## src/core/dll_cfg_consts.svh

```systemverilog
// constants for the delay loop and datapath configuration register bank
// assumes: included by the package and the bank; offsets are register indices
`ifndef DLL_CFG_CONSTS_SVH
`define DLL_CFG_CONSTS_SVH

// ===========================================================================
// register indices and byte addresses (address = 4 x index)
`define IDX_PWR 12'h0_0C0
`define IDX_CTRL 12'h0_0C1
`define IDX_STAT 12'h0_0C3
`define IDX_READ 12'h0_0C7
`define IDX_FINE_A 12'h0_0CC
`define IDX_FINE_B 12'h0_0CD
`define IDX_UPD 12'h0_0DB
`define IDX_DIG 12'h0_100
`define IDX_LINK 12'h0_110
`define ADDR_OF(i) ((i) << 2)

// ===========================================================================
// field positions
`define PWR_DOWN_BIT 0
`define PWR_AUX_A_BIT 4
`define PWR_AUX_B_BIT 5
`define CTRL_EN_BIT 0
`define CTRL_MODE_BIT 5
`define LINK_MERGE_BIT 6
`define LINK_INVALID_BIT 7

// ===========================================================================
// reset values
`define RST_PWR_DOWN 1'h1
`define RST_AUX 1'h1
`define RST_CONV_SET 2'h1
`define RST_SEARCH_MODE 1'h1
`define RST_SEARCH_DIR 2'h2
`define RST_LOOP_EN 1'h0
`define RST_DIG_HOLD 1'h1
`define RST_LINK_MODE 6'h20
`define LINK_MODE_MAX 5'h16

`endif

```

## src/core/dll_cfg_pkg.sv

```systemverilog
// types for the delay loop and datapath configuration register bank
// assumes: the constants header sits beside this file
package dll_cfg_pkg;
  `include "dll_cfg_consts.svh"

  // loop settings that reach the delay loop circuitry
  typedef struct packed {
    logic [1:0] conv_set;
    logic search_mode;
    logic [1:0] search_dir;
    logic [5:0] fine_a;
    logic [5:0] fine_b;
  } loop_cfg_t;

  // serial link selection seen by the link logic
  typedef struct packed {
    logic merge;
    logic dual;
    logic [4:0] mode;
  } link_cfg_t;

  // whole state of the bank
  typedef struct packed {
    logic pwr_down;
    logic aux_a;
    logic aux_b;
    logic loop_en;
    loop_cfg_t shadow;
    loop_cfg_t applied;
    logic read_en;
    logic update;
    logic lock_snap;
    logic dig_hold;
    logic merge;
    logic [5:0] link_mode;
    logic lock_meta;
    logic lock_sync;
    logic [1:0] sync_meta;
    logic [1:0] sync_sync;
    logic [1:0] sync_out;
    logic [31:0] rdata;
    logic err;
  } st_t;
endpackage

```

## src/core/dll_datapath_cfg.sv

```systemverilog
// register bank for the delay-locked loop, digital datapath reset and link mode
// assumes: APB master on pclk; lock and link sync inputs arrive asynchronously;
// interpolation settings come from logic on the same clock
//
// Operation
// - power bit 0 powers down delay line
// - loop controller runs only when enabled
// - lock indicator reads one when locked
// - lock indicator refreshes on readback rising edge
// - loop settings applied on update rising edge
// - digital reset bit holds datapath logic
// - bit seven flags unsupported mode combination
// - merge sync outputs in dual link
// - bit five selects single or dual
// - low five bits select link mode
`include "dll_cfg_consts.svh"

module dll_datapath_cfg
  import dll_cfg_pkg::*;
(
  input wire logic pclk, // bank clock, 40 MHz
  input wire logic presetn, // asynchronous reset, low active
  input wire logic psel, // apb select
  input wire logic penable, // apb access phase
  input wire logic pwrite, // apb direction, high writes
  input wire logic [11:0] paddr, // apb byte address
  input wire logic [31:0] pwdata, // apb write data
  output logic [31:0] prdata, // apb read data
  output logic pready, // apb ready
  output logic pslverr, // apb error on unmapped address
  input wire logic dll_locked, // lock level from the delay loop
  input wire logic [3:0] dp_interp, // main datapath interpolation setting
  input wire logic [3:0] ch_interp, // channel interpolation setting
  input wire logic [1:0] link_sync_in, // per-link sync requests, low active
  output logic delay_line_power_down, // high powers down and bypasses line
  output logic delay_line_aux_power_a, // auxiliary power control a
  output logic delay_line_aux_power_b, // auxiliary power control b
  output logic loop_enable, // delay loop controller enable
  output loop_cfg_t loop_applied, // settings held by the loop circuitry
  output logic digital_logic_hold_reset, // high holds digital logic in reset
  output link_cfg_t link_mode_select, // link mode seen by the link logic
  output logic link_mode_invalid, // unsupported mode combination
  output logic [1:0] link_sync_output // sync outputs after merging
);

  // ===========================================================================
  // state
  st_t st_reg;
  st_t st_next;

  localparam st_t ST_RESET = '{
    pwr_down: `RST_PWR_DOWN,
    aux_a: `RST_AUX,
    aux_b: `RST_AUX,
    loop_en: `RST_LOOP_EN,
    shadow: '{conv_set: `RST_CONV_SET, search_mode: `RST_SEARCH_MODE,
      search_dir: `RST_SEARCH_DIR, fine_a: 6'h00, fine_b: 6'h00},
    applied: '{conv_set: `RST_CONV_SET, search_mode: `RST_SEARCH_MODE,
      search_dir: `RST_SEARCH_DIR, fine_a: 6'h00, fine_b: 6'h00},
    read_en: 1'h0,
    update: 1'h0,
    lock_snap: 1'h0,
    dig_hold: `RST_DIG_HOLD,
    merge: 1'h0,
    link_mode: `RST_LINK_MODE,
    lock_meta: 1'h0,
    lock_sync: 1'h0,
    sync_meta: 2'h3,
    sync_sync: 2'h3,
    sync_out: 2'h3,
    rdata: 32'h0000_0000,
    err: 1'h0
  };

  // ===========================================================================
  // bus phases
  logic setup_cyc;
  logic wr_cyc;
  logic hit;
  logic [7:0] rd_byte;
  logic merged;
  logic readback_rise;
  logic update_rise;

  // setup latches read data, access phase commits writes
  assign setup_cyc = psel && !penable;
  assign wr_cyc = psel && penable && pwrite;
  assign pready = 1'b1; // zero wait states

  // invalid combination check on live settings
  always_comb begin
    logic dp_ok;
    logic ch_ok;
    dp_ok = 1'b0;
    ch_ok = 1'b0;
    case (dp_interp)
      4'h1, 4'h2, 4'h4, 4'h6, 4'h8, 4'hC: dp_ok = 1'b1;
      default: dp_ok = 1'b0;
    endcase
    case (ch_interp)
      4'h1, 4'h2, 4'h3, 4'h4, 4'h6, 4'h8: ch_ok = 1'b1;
      default: ch_ok = 1'b0;
    endcase
    link_mode_invalid = !(dp_ok && ch_ok && (st_reg.link_mode[4:0] <= `LINK_MODE_MAX));
  end

  // read decode; reserved bits read zero
  always_comb begin
    hit = 1'b1;
    rd_byte = 8'h00;
    if (paddr == `ADDR_OF(`IDX_PWR)) begin
      rd_byte = {2'h0, st_reg.aux_b, st_reg.aux_a, 3'h0, st_reg.pwr_down};
    end else if (paddr == `ADDR_OF(`IDX_CTRL)) begin
      rd_byte = {st_reg.shadow.conv_set, st_reg.shadow.search_mode,
                 st_reg.shadow.search_dir, 2'h0, st_reg.loop_en};
    end else if (paddr == `ADDR_OF(`IDX_STAT)) begin
      rd_byte = {7'h00, st_reg.lock_snap};
    end else if (paddr == `ADDR_OF(`IDX_READ)) begin
      rd_byte = {7'h00, st_reg.read_en};
    end else if (paddr == `ADDR_OF(`IDX_FINE_A)) begin
      rd_byte = {2'h0, st_reg.shadow.fine_a};
    end else if (paddr == `ADDR_OF(`IDX_FINE_B)) begin
      rd_byte = {2'h0, st_reg.shadow.fine_b};
    end else if (paddr == `ADDR_OF(`IDX_UPD)) begin
      rd_byte = {7'h00, st_reg.update};
    end else if (paddr == `ADDR_OF(`IDX_DIG)) begin
      rd_byte = {7'h00, st_reg.dig_hold};
    end else if (paddr == `ADDR_OF(`IDX_LINK)) begin
      rd_byte = {link_mode_invalid, st_reg.merge, st_reg.link_mode};
    end else begin
      hit = 1'b0;
    end
  end

  // strobe edges seen on the write itself
  assign readback_rise = wr_cyc && (paddr == `ADDR_OF(`IDX_READ)) && pwdata[0] && !st_reg.read_en;
  assign update_rise = wr_cyc && (paddr == `ADDR_OF(`IDX_UPD)) && pwdata[0] && !st_reg.update;

  // active-low requests: either link asking pulls the merged line low
  assign merged = &st_reg.sync_sync;

  // next state
  always_comb begin
    st_next = st_reg;
    // synchronisers, first stage read only by the second
    st_next.lock_meta = dll_locked;
    st_next.lock_sync = st_reg.lock_meta;
    st_next.sync_meta = link_sync_in;
    st_next.sync_sync = st_reg.sync_meta;
    // setup cycle captures read data and error
    if (setup_cyc) begin
      st_next.rdata = {24'h00_0000, rd_byte};
      st_next.err = !hit;
    end
    // register writes in the access phase
    if (wr_cyc) begin
      if (paddr == `ADDR_OF(`IDX_PWR)) begin
        st_next.pwr_down = pwdata[`PWR_DOWN_BIT];
        st_next.aux_a = pwdata[`PWR_AUX_A_BIT];
        st_next.aux_b = pwdata[`PWR_AUX_B_BIT];
      end else if (paddr == `ADDR_OF(`IDX_CTRL)) begin
        st_next.shadow.conv_set = pwdata[7:6];
        st_next.shadow.search_mode = pwdata[`CTRL_MODE_BIT];
        st_next.shadow.search_dir = pwdata[4:3];
        st_next.loop_en = pwdata[`CTRL_EN_BIT];
      end else if (paddr == `ADDR_OF(`IDX_READ)) begin
        st_next.read_en = pwdata[0];
      end else if (paddr == `ADDR_OF(`IDX_FINE_A)) begin
        st_next.shadow.fine_a = pwdata[5:0];
      end else if (paddr == `ADDR_OF(`IDX_FINE_B)) begin
        st_next.shadow.fine_b = pwdata[5:0];
      end else if (paddr == `ADDR_OF(`IDX_UPD)) begin
        st_next.update = pwdata[0];
      end else if (paddr == `ADDR_OF(`IDX_DIG)) begin
        st_next.dig_hold = pwdata[0];
      end else if (paddr == `ADDR_OF(`IDX_LINK)) begin
        st_next.merge = pwdata[`LINK_MERGE_BIT];
        st_next.link_mode = pwdata[5:0];
      end
    end
    // lock snapshot only on readback rising edge
    if (readback_rise) begin
      st_next.lock_snap = st_reg.lock_sync;
    end
    // loop settings reach the circuitry only on update rising edge
    if (update_rise) begin
      st_next.applied = st_reg.shadow;
    end
    // sync output merging in dual link
    if (st_reg.merge && st_reg.link_mode[5]) begin
      st_next.sync_out = {merged, merged};
    end else begin
      st_next.sync_out = st_reg.sync_sync;
    end
  end

  // state register
  always_ff @(posedge pclk or negedge presetn) begin
    if (!presetn) begin
      st_reg <= ST_RESET;
    end else begin
      st_reg <= st_next;
    end
  end

  // ===========================================================================
  // outputs
  assign prdata = st_reg.rdata;
  assign pslverr = st_reg.err;
  assign delay_line_power_down = st_reg.pwr_down;
  assign delay_line_aux_power_a = st_reg.aux_a;
  assign delay_line_aux_power_b = st_reg.aux_b;
  assign loop_enable = st_reg.loop_en;
  assign loop_applied = st_reg.applied;
  assign digital_logic_hold_reset = st_reg.dig_hold;
  assign link_mode_select = '{merge: st_reg.merge, dual: st_reg.link_mode[5],
                              mode: st_reg.link_mode[4:0]};
  assign link_sync_output = st_reg.sync_out;
endmodule

```

## config.mk

```make
export PLATFORM = sky130hd
export DESIGN_NAME = dll_datapath_cfg
export DESIGN_NICKNAME = d
export VERILOG_FILES = /design/src/core/dll_cfg_pkg.sv /design/src/core/dll_datapath_cfg.sv
export VERILOG_INCLUDE_DIRS = /design/src /design/src/core
export SDC_FILE = /design/constraint.sdc
export NUM_CORES = 1
export LEC_CHECK = 0
export ABC_AREA = 1
export BUFFER_PORTS_ARGS = -buffer_cell sky130_fd_sc_hd__buf_4
export CAP_MARGIN = 15
export CORE_MARGIN = 4
export CORE_UTILIZATION = 52
export CTS_BUF_LIST = sky130_fd_sc_hd__clkbuf_4 sky130_fd_sc_hd__clkbuf_8
export CTS_CLUSTER_DIAMETER = 60
export CTS_CLUSTER_SIZE = 30
export DETAILED_ROUTE_END_ITERATION = 8
export PLACE_DENSITY = 0.89
export SETUP_SLACK_MARGIN = 0.5
export SYNTH_ARGS = -nofsm -noshare
export SYNTH_HDL_FRONTEND = slang
export SYNTH_SLANG_ARGS = --single-unit
```

## constraint.sdc

```tcl
create_clock -name pclk -period 1.2 [get_ports pclk]
set_input_delay 0.24 -clock pclk [delete_from_list [all_inputs] [get_ports pclk]]
set_output_delay 0.24 -clock pclk [all_outputs]
set_load 0.005 [all_outputs]
```

Word-level counts from Yosys, hierarchy flattened
Index checks and enable logic that the tools add are counted.
{ "word_totals": {"reg_bits": 66, "inputBits": 60, "output_inout_bits": 66, "elab_cells": 105} }
{ "op_classes": {"n_lt_le_gt_ge": 1, "n_eq_ne": 21, "muxes": 21, "bitwise": 7, "n_reduce_logical": 28} }
{ "ops": {"columns": ["op", "count"], "rows": [
  ["equality test 12 x 10 -> 1 bit (second input constant)", 7],
  ["two-way mux 8 bit", 9],
  ["equality test 12 x 11 -> 1 bit (second input constant)", 2],
  ["equality test 4 x 3 -> 1 bit (second input constant)", 4],
  ["equality test 4 x 2 -> 1 bit (second input constant)", 3],
  ["equality test 4 bit (second input constant)", 3],
  ["logical AND 1 bit", 12],
  ["OR reduction 6 bit", 2],
  ["two-way mux 1 bit", 11],
  ["AND reduction 9 bit", 1],
  ["equality test 4 x 1 -> 1 bit (second input constant)", 2],
  ["AND reduction 8 bit", 1],
  ["NOT 1 bit", 7],
  ["AND reduction 7 bit", 1],
  ["AND reduction 6 bit", 1],
  ["<= comparator 5 bit (second input constant)", 1],
  ["zero test 1 bit", 5],
  ["AND reduction 5 bit", 1],
  ["AND reduction 2 bit", 2],
  ["AND reduction 4 bit", 1],
  ["AND reduction 3 bit", 1],
  ["two-way mux 2 bit", 1]
]} }

Depth between registers and ports, before layout
{ "logic_depth": {"depth_word": 15, "mapped_depth": 13} }

Worst setup path before layout
OpenSTA, ideal clock, no wires.
{ "synth_path": {"path_kind": "input-to-reg", "from": "input port paddr[10]", "to": "register st_reg (netlist bit loop_applied[12])", "setup_time_ns": 0.118, "arrival_ns": 1.250, "t_required_ns": 1.082, "slack_ns": -0.168, "stages": 9, "cell_sequence": "nor2_1 -> nand2_2 -> inv_2 -> nand3_1 -> nor2_2 -> nand3_4 -> buf_2 -> a21oi_1 -> inv_1"} }
{ "synth_via": {"elab_chain_len": 4} }
{ "synth_lines": {"columns": ["element", "line", "text"], "rows": [
  ["start, declared", "dll_datapath_cfg.sv:26", "input wire logic [11:0] paddr,"],
  ["equality test 12 x 10 -> 1 bit (no source line)", null, null],
  ["logical AND 1 bit (3 in series)", "dll_datapath_cfg.sv:137", "assign update_rise = wr_cyc && (paddr == `ADDR_OF(`IDX_UPD)) && pwdata[0] && !st_reg.update;"],
  ["end signal, assigned", "dll_datapath_cfg.sv:202", "st_reg <= st_next;"],
  ["end, declared", "dll_datapath_cfg.sv:48", "st_t st_reg;"]
]} }
Every way passes these cells.
A chain may end at the register's enable or synchronous reset.

Worst setup path in the final report
{ "layout_path": {"from": "register st_reg (netlist bit link_mode_select[1])", "to": "output port link_mode_invalid"} }
{ "layout_via": {"elab_chain_len": 3} }
{ "layout_lines": {"columns": ["element", "line", "text"], "rows": [
  ["<= comparator 5 bit (no source line)", null, null],
  ["logical AND 1 bit", "dll_datapath_cfg.sv:104", "link_mode_invalid = !(dp_ok && ch_ok && (st_reg.link_mode[4:0] <= `LINK_MODE_MAX));"],
  ["zero test 1 bit", "dll_datapath_cfg.sv:104", null],
  ["end, declared", "dll_datapath_cfg.sv:42", "output logic link_mode_invalid,"]
]} }
Every way passes these cells.

==> flow_results.org <==
** Status
- The flow ran to the end, but the final reports show violations.
- Violated checks :: hold timing, setup timing

** Clock network
- Worst-skew pair later-pin latency :: 0.37 ns
- In this run the number of H-tree levels came out at 3.
- CTS placed an instance of clkbuf_8 at the clock tree root.
- Total CTS buffers :: 9
- In this run the deepest clock path goes through 2 buffers.
- CTS tree :: built
- CTS clk-pin slew, worst paths :: 0.11 ns
- Hold repair after CTS inserted 3 buffers.
- Clock Sink Count :: 66

** Cells and area
- The register with the most flip-flops in the layout has 23 of them.
- After filler insertion, the fill cell instance count of the layout stands at 160.
- Relative to the synthesized area, the layout overhead comes to 72.98%.
- Cell Count, Final, Fillers Out :: 676
- Final instance area :: 6121 µm²
- 0 antenna diodes ended up in the layout.
- In the final layout, the share of cells above drive strength 1 is 62.77%.
- Final standard cell utilization of the core :: 94.24%
- In the final design database the tool counted 654 nets.

** Setup path
- Crit. End Element :: primary output
- Along the worst path, the maximum fanout reaches 2.
- Register-to-register setup slack :: -0.20 ns
- In this run the critical register-to-register path is captured at loop_applied[10].
- Startpoint of the worst-slack reg-to-reg timing path :: st_reg[50]
- The number of cells on the worst reg-to-reg path is 6.
- Critical path launch point :: link_mode_select[1]
- Required time worst endpoint :: 0.96 ns
- Kind of start point of the critical path :: flip-flop
- Startpoint-to-endpoint class of the critical path :: flip-flop to primary output
- CP arrival :: 1.34 ns

** Min path
- The tightest min-delay check is of the input port to async pin type.

** Yosys
- The synthesized netlist contains 26 unique library cells.
- After Yosys synthesis, and, or, nand and nor cells account for 18.99% of the synthesized area.
- Number of synthesized register bits :: 66
- Post-synthesis instance area :: 3538 µm²
- Multiplexer share of the synthesized area :: 3.713%
- Share of synthesized cell area in full adder, half adder and majority cells :: 0%
- Fraction of the mapped netlist area in compound gates :: 9.052%
- Post-synth top area share :: 34.65%
- Syn Inst Count :: 433
- Synthesized area per cell :: 8.172 µm²
- After synthesis, flip-flops and latches occupy 47.28% of the total area.
- After synthesis, the largest family of logic cells by area is buffers and inverters.
- Cells taking the most area after synthesis :: dfrtp_1 35%, buf_4 13%, dfstp_2 13%
- Summed over all instances, the cell type with the most area after synthesis is dfrtp_1.
- Of the total synthesized cell area, the portion taken by XOR and XNOR cells is 0%.
- Total of warnings raised by yosys :: 0

** Global routing
- The number of antenna violations at the first check in global routing came to 0.
- The via count of the first global-routing pass was 3800.
- Across every metal layer, demand over resource in global routing totals 29.69%.
- First-pass GRT wire length :: 19060 µm
- After global routing the overflow that remains totals 0.
- Entering global routing, the biggest net connects 27 pins.

** Floorplanning
- The die is 90.49 µm wide.
- Area of the die :: 8188 µm²
- The initialized floorplan defines 29 standard-cell rows.
- Floorplan die height :: 90.49 µm
- Std-Cell Core Area :: 6495 µm²
- 126 I/O pins were placed.
- Initial core utilization :: 54.48%

** STA
- Highest clock frequency the design can meet :: 633.5 MHz
- Setup repair after global routing could not meet its margin everywhere.
- Setup violations remaining at the end of the flow were counted as 57.
- Max Transition Viols Final :: 0
- The worst path in the final design needs a cycle of 1.578 ns, including I/O delays and setup.
- On the final layout, the worst hold slack is -0.2261 ns.
- Setup ws final :: -0.3784 ns
- Final period utilization :: 131.5%
- Final number of hold-violating endpoints :: 15
- Clock Skews :: 0.02840 ns

** Detailed routing
- Using the TritonRoute via totals, the vias-per-cell ratio works out to 6.268.
- For this run, design rule violations remaining after detail routing come to 0.
- The first TritonRoute pass finished after 5 iterations.
- The detail route stage leaves a number of antenna-violating nets equal to 0.
- Via count :: 4237
- Starting DRT DRC Count :: 394
- Final wirelength :: 17450 µm
- In the final routed layout, each cell accounts on average for 25.81 µm.

** Placed design
- The number of placed instances, taps included, is 586.
- After detailed placement, the total cell area comes to 4268 µm².
- The congestion estimate from routability-driven global placement came to 0.8702.
- Detailed placement finished with a half-perimeter wire length of 6671 µm.
- In this run the tool buffered the top-level ports with 76 buffer cells.

** Power
- The analysis attributes to cell leakage a power of 0.003220 µW.
- Power Density :: 763.0 nW/µm²
- Peak supply drop :: 782.5 µV
- Total Power :: 4670 µW

** Run
- Max-cap violations in this run came to 0.
[cell usage in the layout (no fill, tap or decap), types with 4 or more instances in the layout]
| master | Yosys | routed |
|---|---|---|
| inv_1 | 62 | 45 |
| nand2_4 | 0 | 18 |
| nand2_2 | 4 | 23 |
| buf_12 | 0 | 6 |
| a21oi_4 | 0 | 7 |
| inv_6 | 0 | 4 |
| nand3_4 | 1 | 7 |
| dfrtp_1 | 49 | 48 |
| buf_4 | 60 | 103 |
| a21oi_2 | 0 | 9 |
| nand3_2 | 1 | 8 |
| nor3_4 | 0 | 5 |
| conb_1 | 2 | 25 |
| nor2_2 | 3 | 6 |
| nand2_1 | 91 | 52 |
| inv_4 | 0 | 6 |
| inv_2 | 3 | 13 |
| buf_6 | 2 | 74 |
| dfstp_2 | 17 | 17 |
| mux2i_1 | 12 | 12 |
| nor2_1 | 30 | 6 |
| nand3_1 | 18 | 5 |
| o21ai_1 | 14 | 23 |
| clkbuf_8 | 0 | 9 |
| nor2_4 | 0 | 21 |
| o21ai_2 | 0 | 17 |
| nor3_2 | 1 | 4 |
[worst max-delay path: stages, from the launching register on]
cell and delay, ns:
dfrtp_1 0.41, and3_4 0.21, o21ai_4 0.16, nand2_2 0.09
buf_6 0.12
[cells in the mapped netlist]
| master | instances |
|---|---|
| dfstp_2 | 17 |
| buf_6 | 2 |
| nand3_1 | 18 |
| clkbuf_1 | 2 |
| dfrtp_1 | 49 |
| a211oi_1 | 1 |
| nand3_4 | 1 |
| mux2_2 | 1 |
| o21ai_1 | 14 |
| mux2i_1 | 12 |
| nand3_2 | 1 |
| nor2_2 | 3 |
| inv_1 | 62 |
| nor3_1 | 8 |
| buf_4 | 60 |
| nand2_2 | 4 |
| conb_1 | 2 |
| and3_1 | 1 |
| a31oi_1 | 2 |
| nor3_2 | 1 |
| nor2_1 | 30 |
| inv_2 | 3 |
| nand2_1 | 91 |
| o21ai_0 | 28 |
| buf_2 | 2 |
| a21oi_1 | 18 |
[cells by family (layout without fill, tap and decap cells)]
logic type             Yosys count  after routing
DFF                             66             66
muxes                           13             13
other                            2             25
and+or+nand+nor                158            159
AOI/OAI and AO/OA               63             63
buffers and inverters          131            273
[routing by layer]
layer | wire length (µm) | vias up | GRT usage (%)
li1 | - | 1594 | -
met1 | 6084 | 2006 | 34.94
met2 | 7975 | 460 | 49.78
met3 | 1831 | 177 | 7.667
met4 | 1558 | 0 | 15.43
met5 | 0 | - | 0
[worst max-delay path by stage]
| stage | endpoint | depth (start not counted) | slack, ns |
|---|---|---|---|
| finish | link_mode_invalid | 4 | -0.38 |
| global route | link_mode_invalid | 4 | -0.40 |
| CTS | link_mode_invalid | 4 | -0.35 |
| detailed placement | link_mode_select[1] | 9 | -0.44 |
| global placement | link_mode_select[1] | 9 | -0.41 |
| floorplan | loop_applied[0] | 9 | -0.09 |
[per-stage QoR]
step	TNS [ns]	hold WS (ns)	setup WS, ns
after floorplan	-1.918	-0.05559	-0.09266
after global placement	-14.83	0.1756	-0.4140
after detailed placement	-16.53	0.1743	-0.4395
after CTS	-0.9484	-0.2072	-0.3545
after global routing	-8.377	-0.2099	-0.3995
final	-6.661	-0.2261	-0.3784
[layout make-up]
type                            instances  area, µm²  share of cell area [%]
Clock buffer                            9      123.9                   2.024
Clock inverter                          7      50.05                  0.8177
Inverter                               65      276.5                   4.518
Multi-Input combinational cell        260       2016                   32.93
Sequential cell                        66       1674                   27.35
Tap cell                               77      96.34                   1.574
Timing Repair Buffer                  192       1884                   30.79
[power by group]
part           internal (µW)  switching (µW)  total, µW
combinational            262             341        603
sequential              2260            14.8       2270
clock                    768            1030       1800
[what timing repair did]
| item | 4_1_cts | 5_1_grt |
|---|---|---|
| pin swaps | 52 | 35 |
| hold endpoints to repair | 18 | 15 |
| gates cloned | 4 | 0 |
| gates resized for setup | 194 | 105 |
| buffers inserted | 41 | 26 |
| endpoints found under the setup margin | 101 | 101 |
Power figures use the tool's default switching activity.
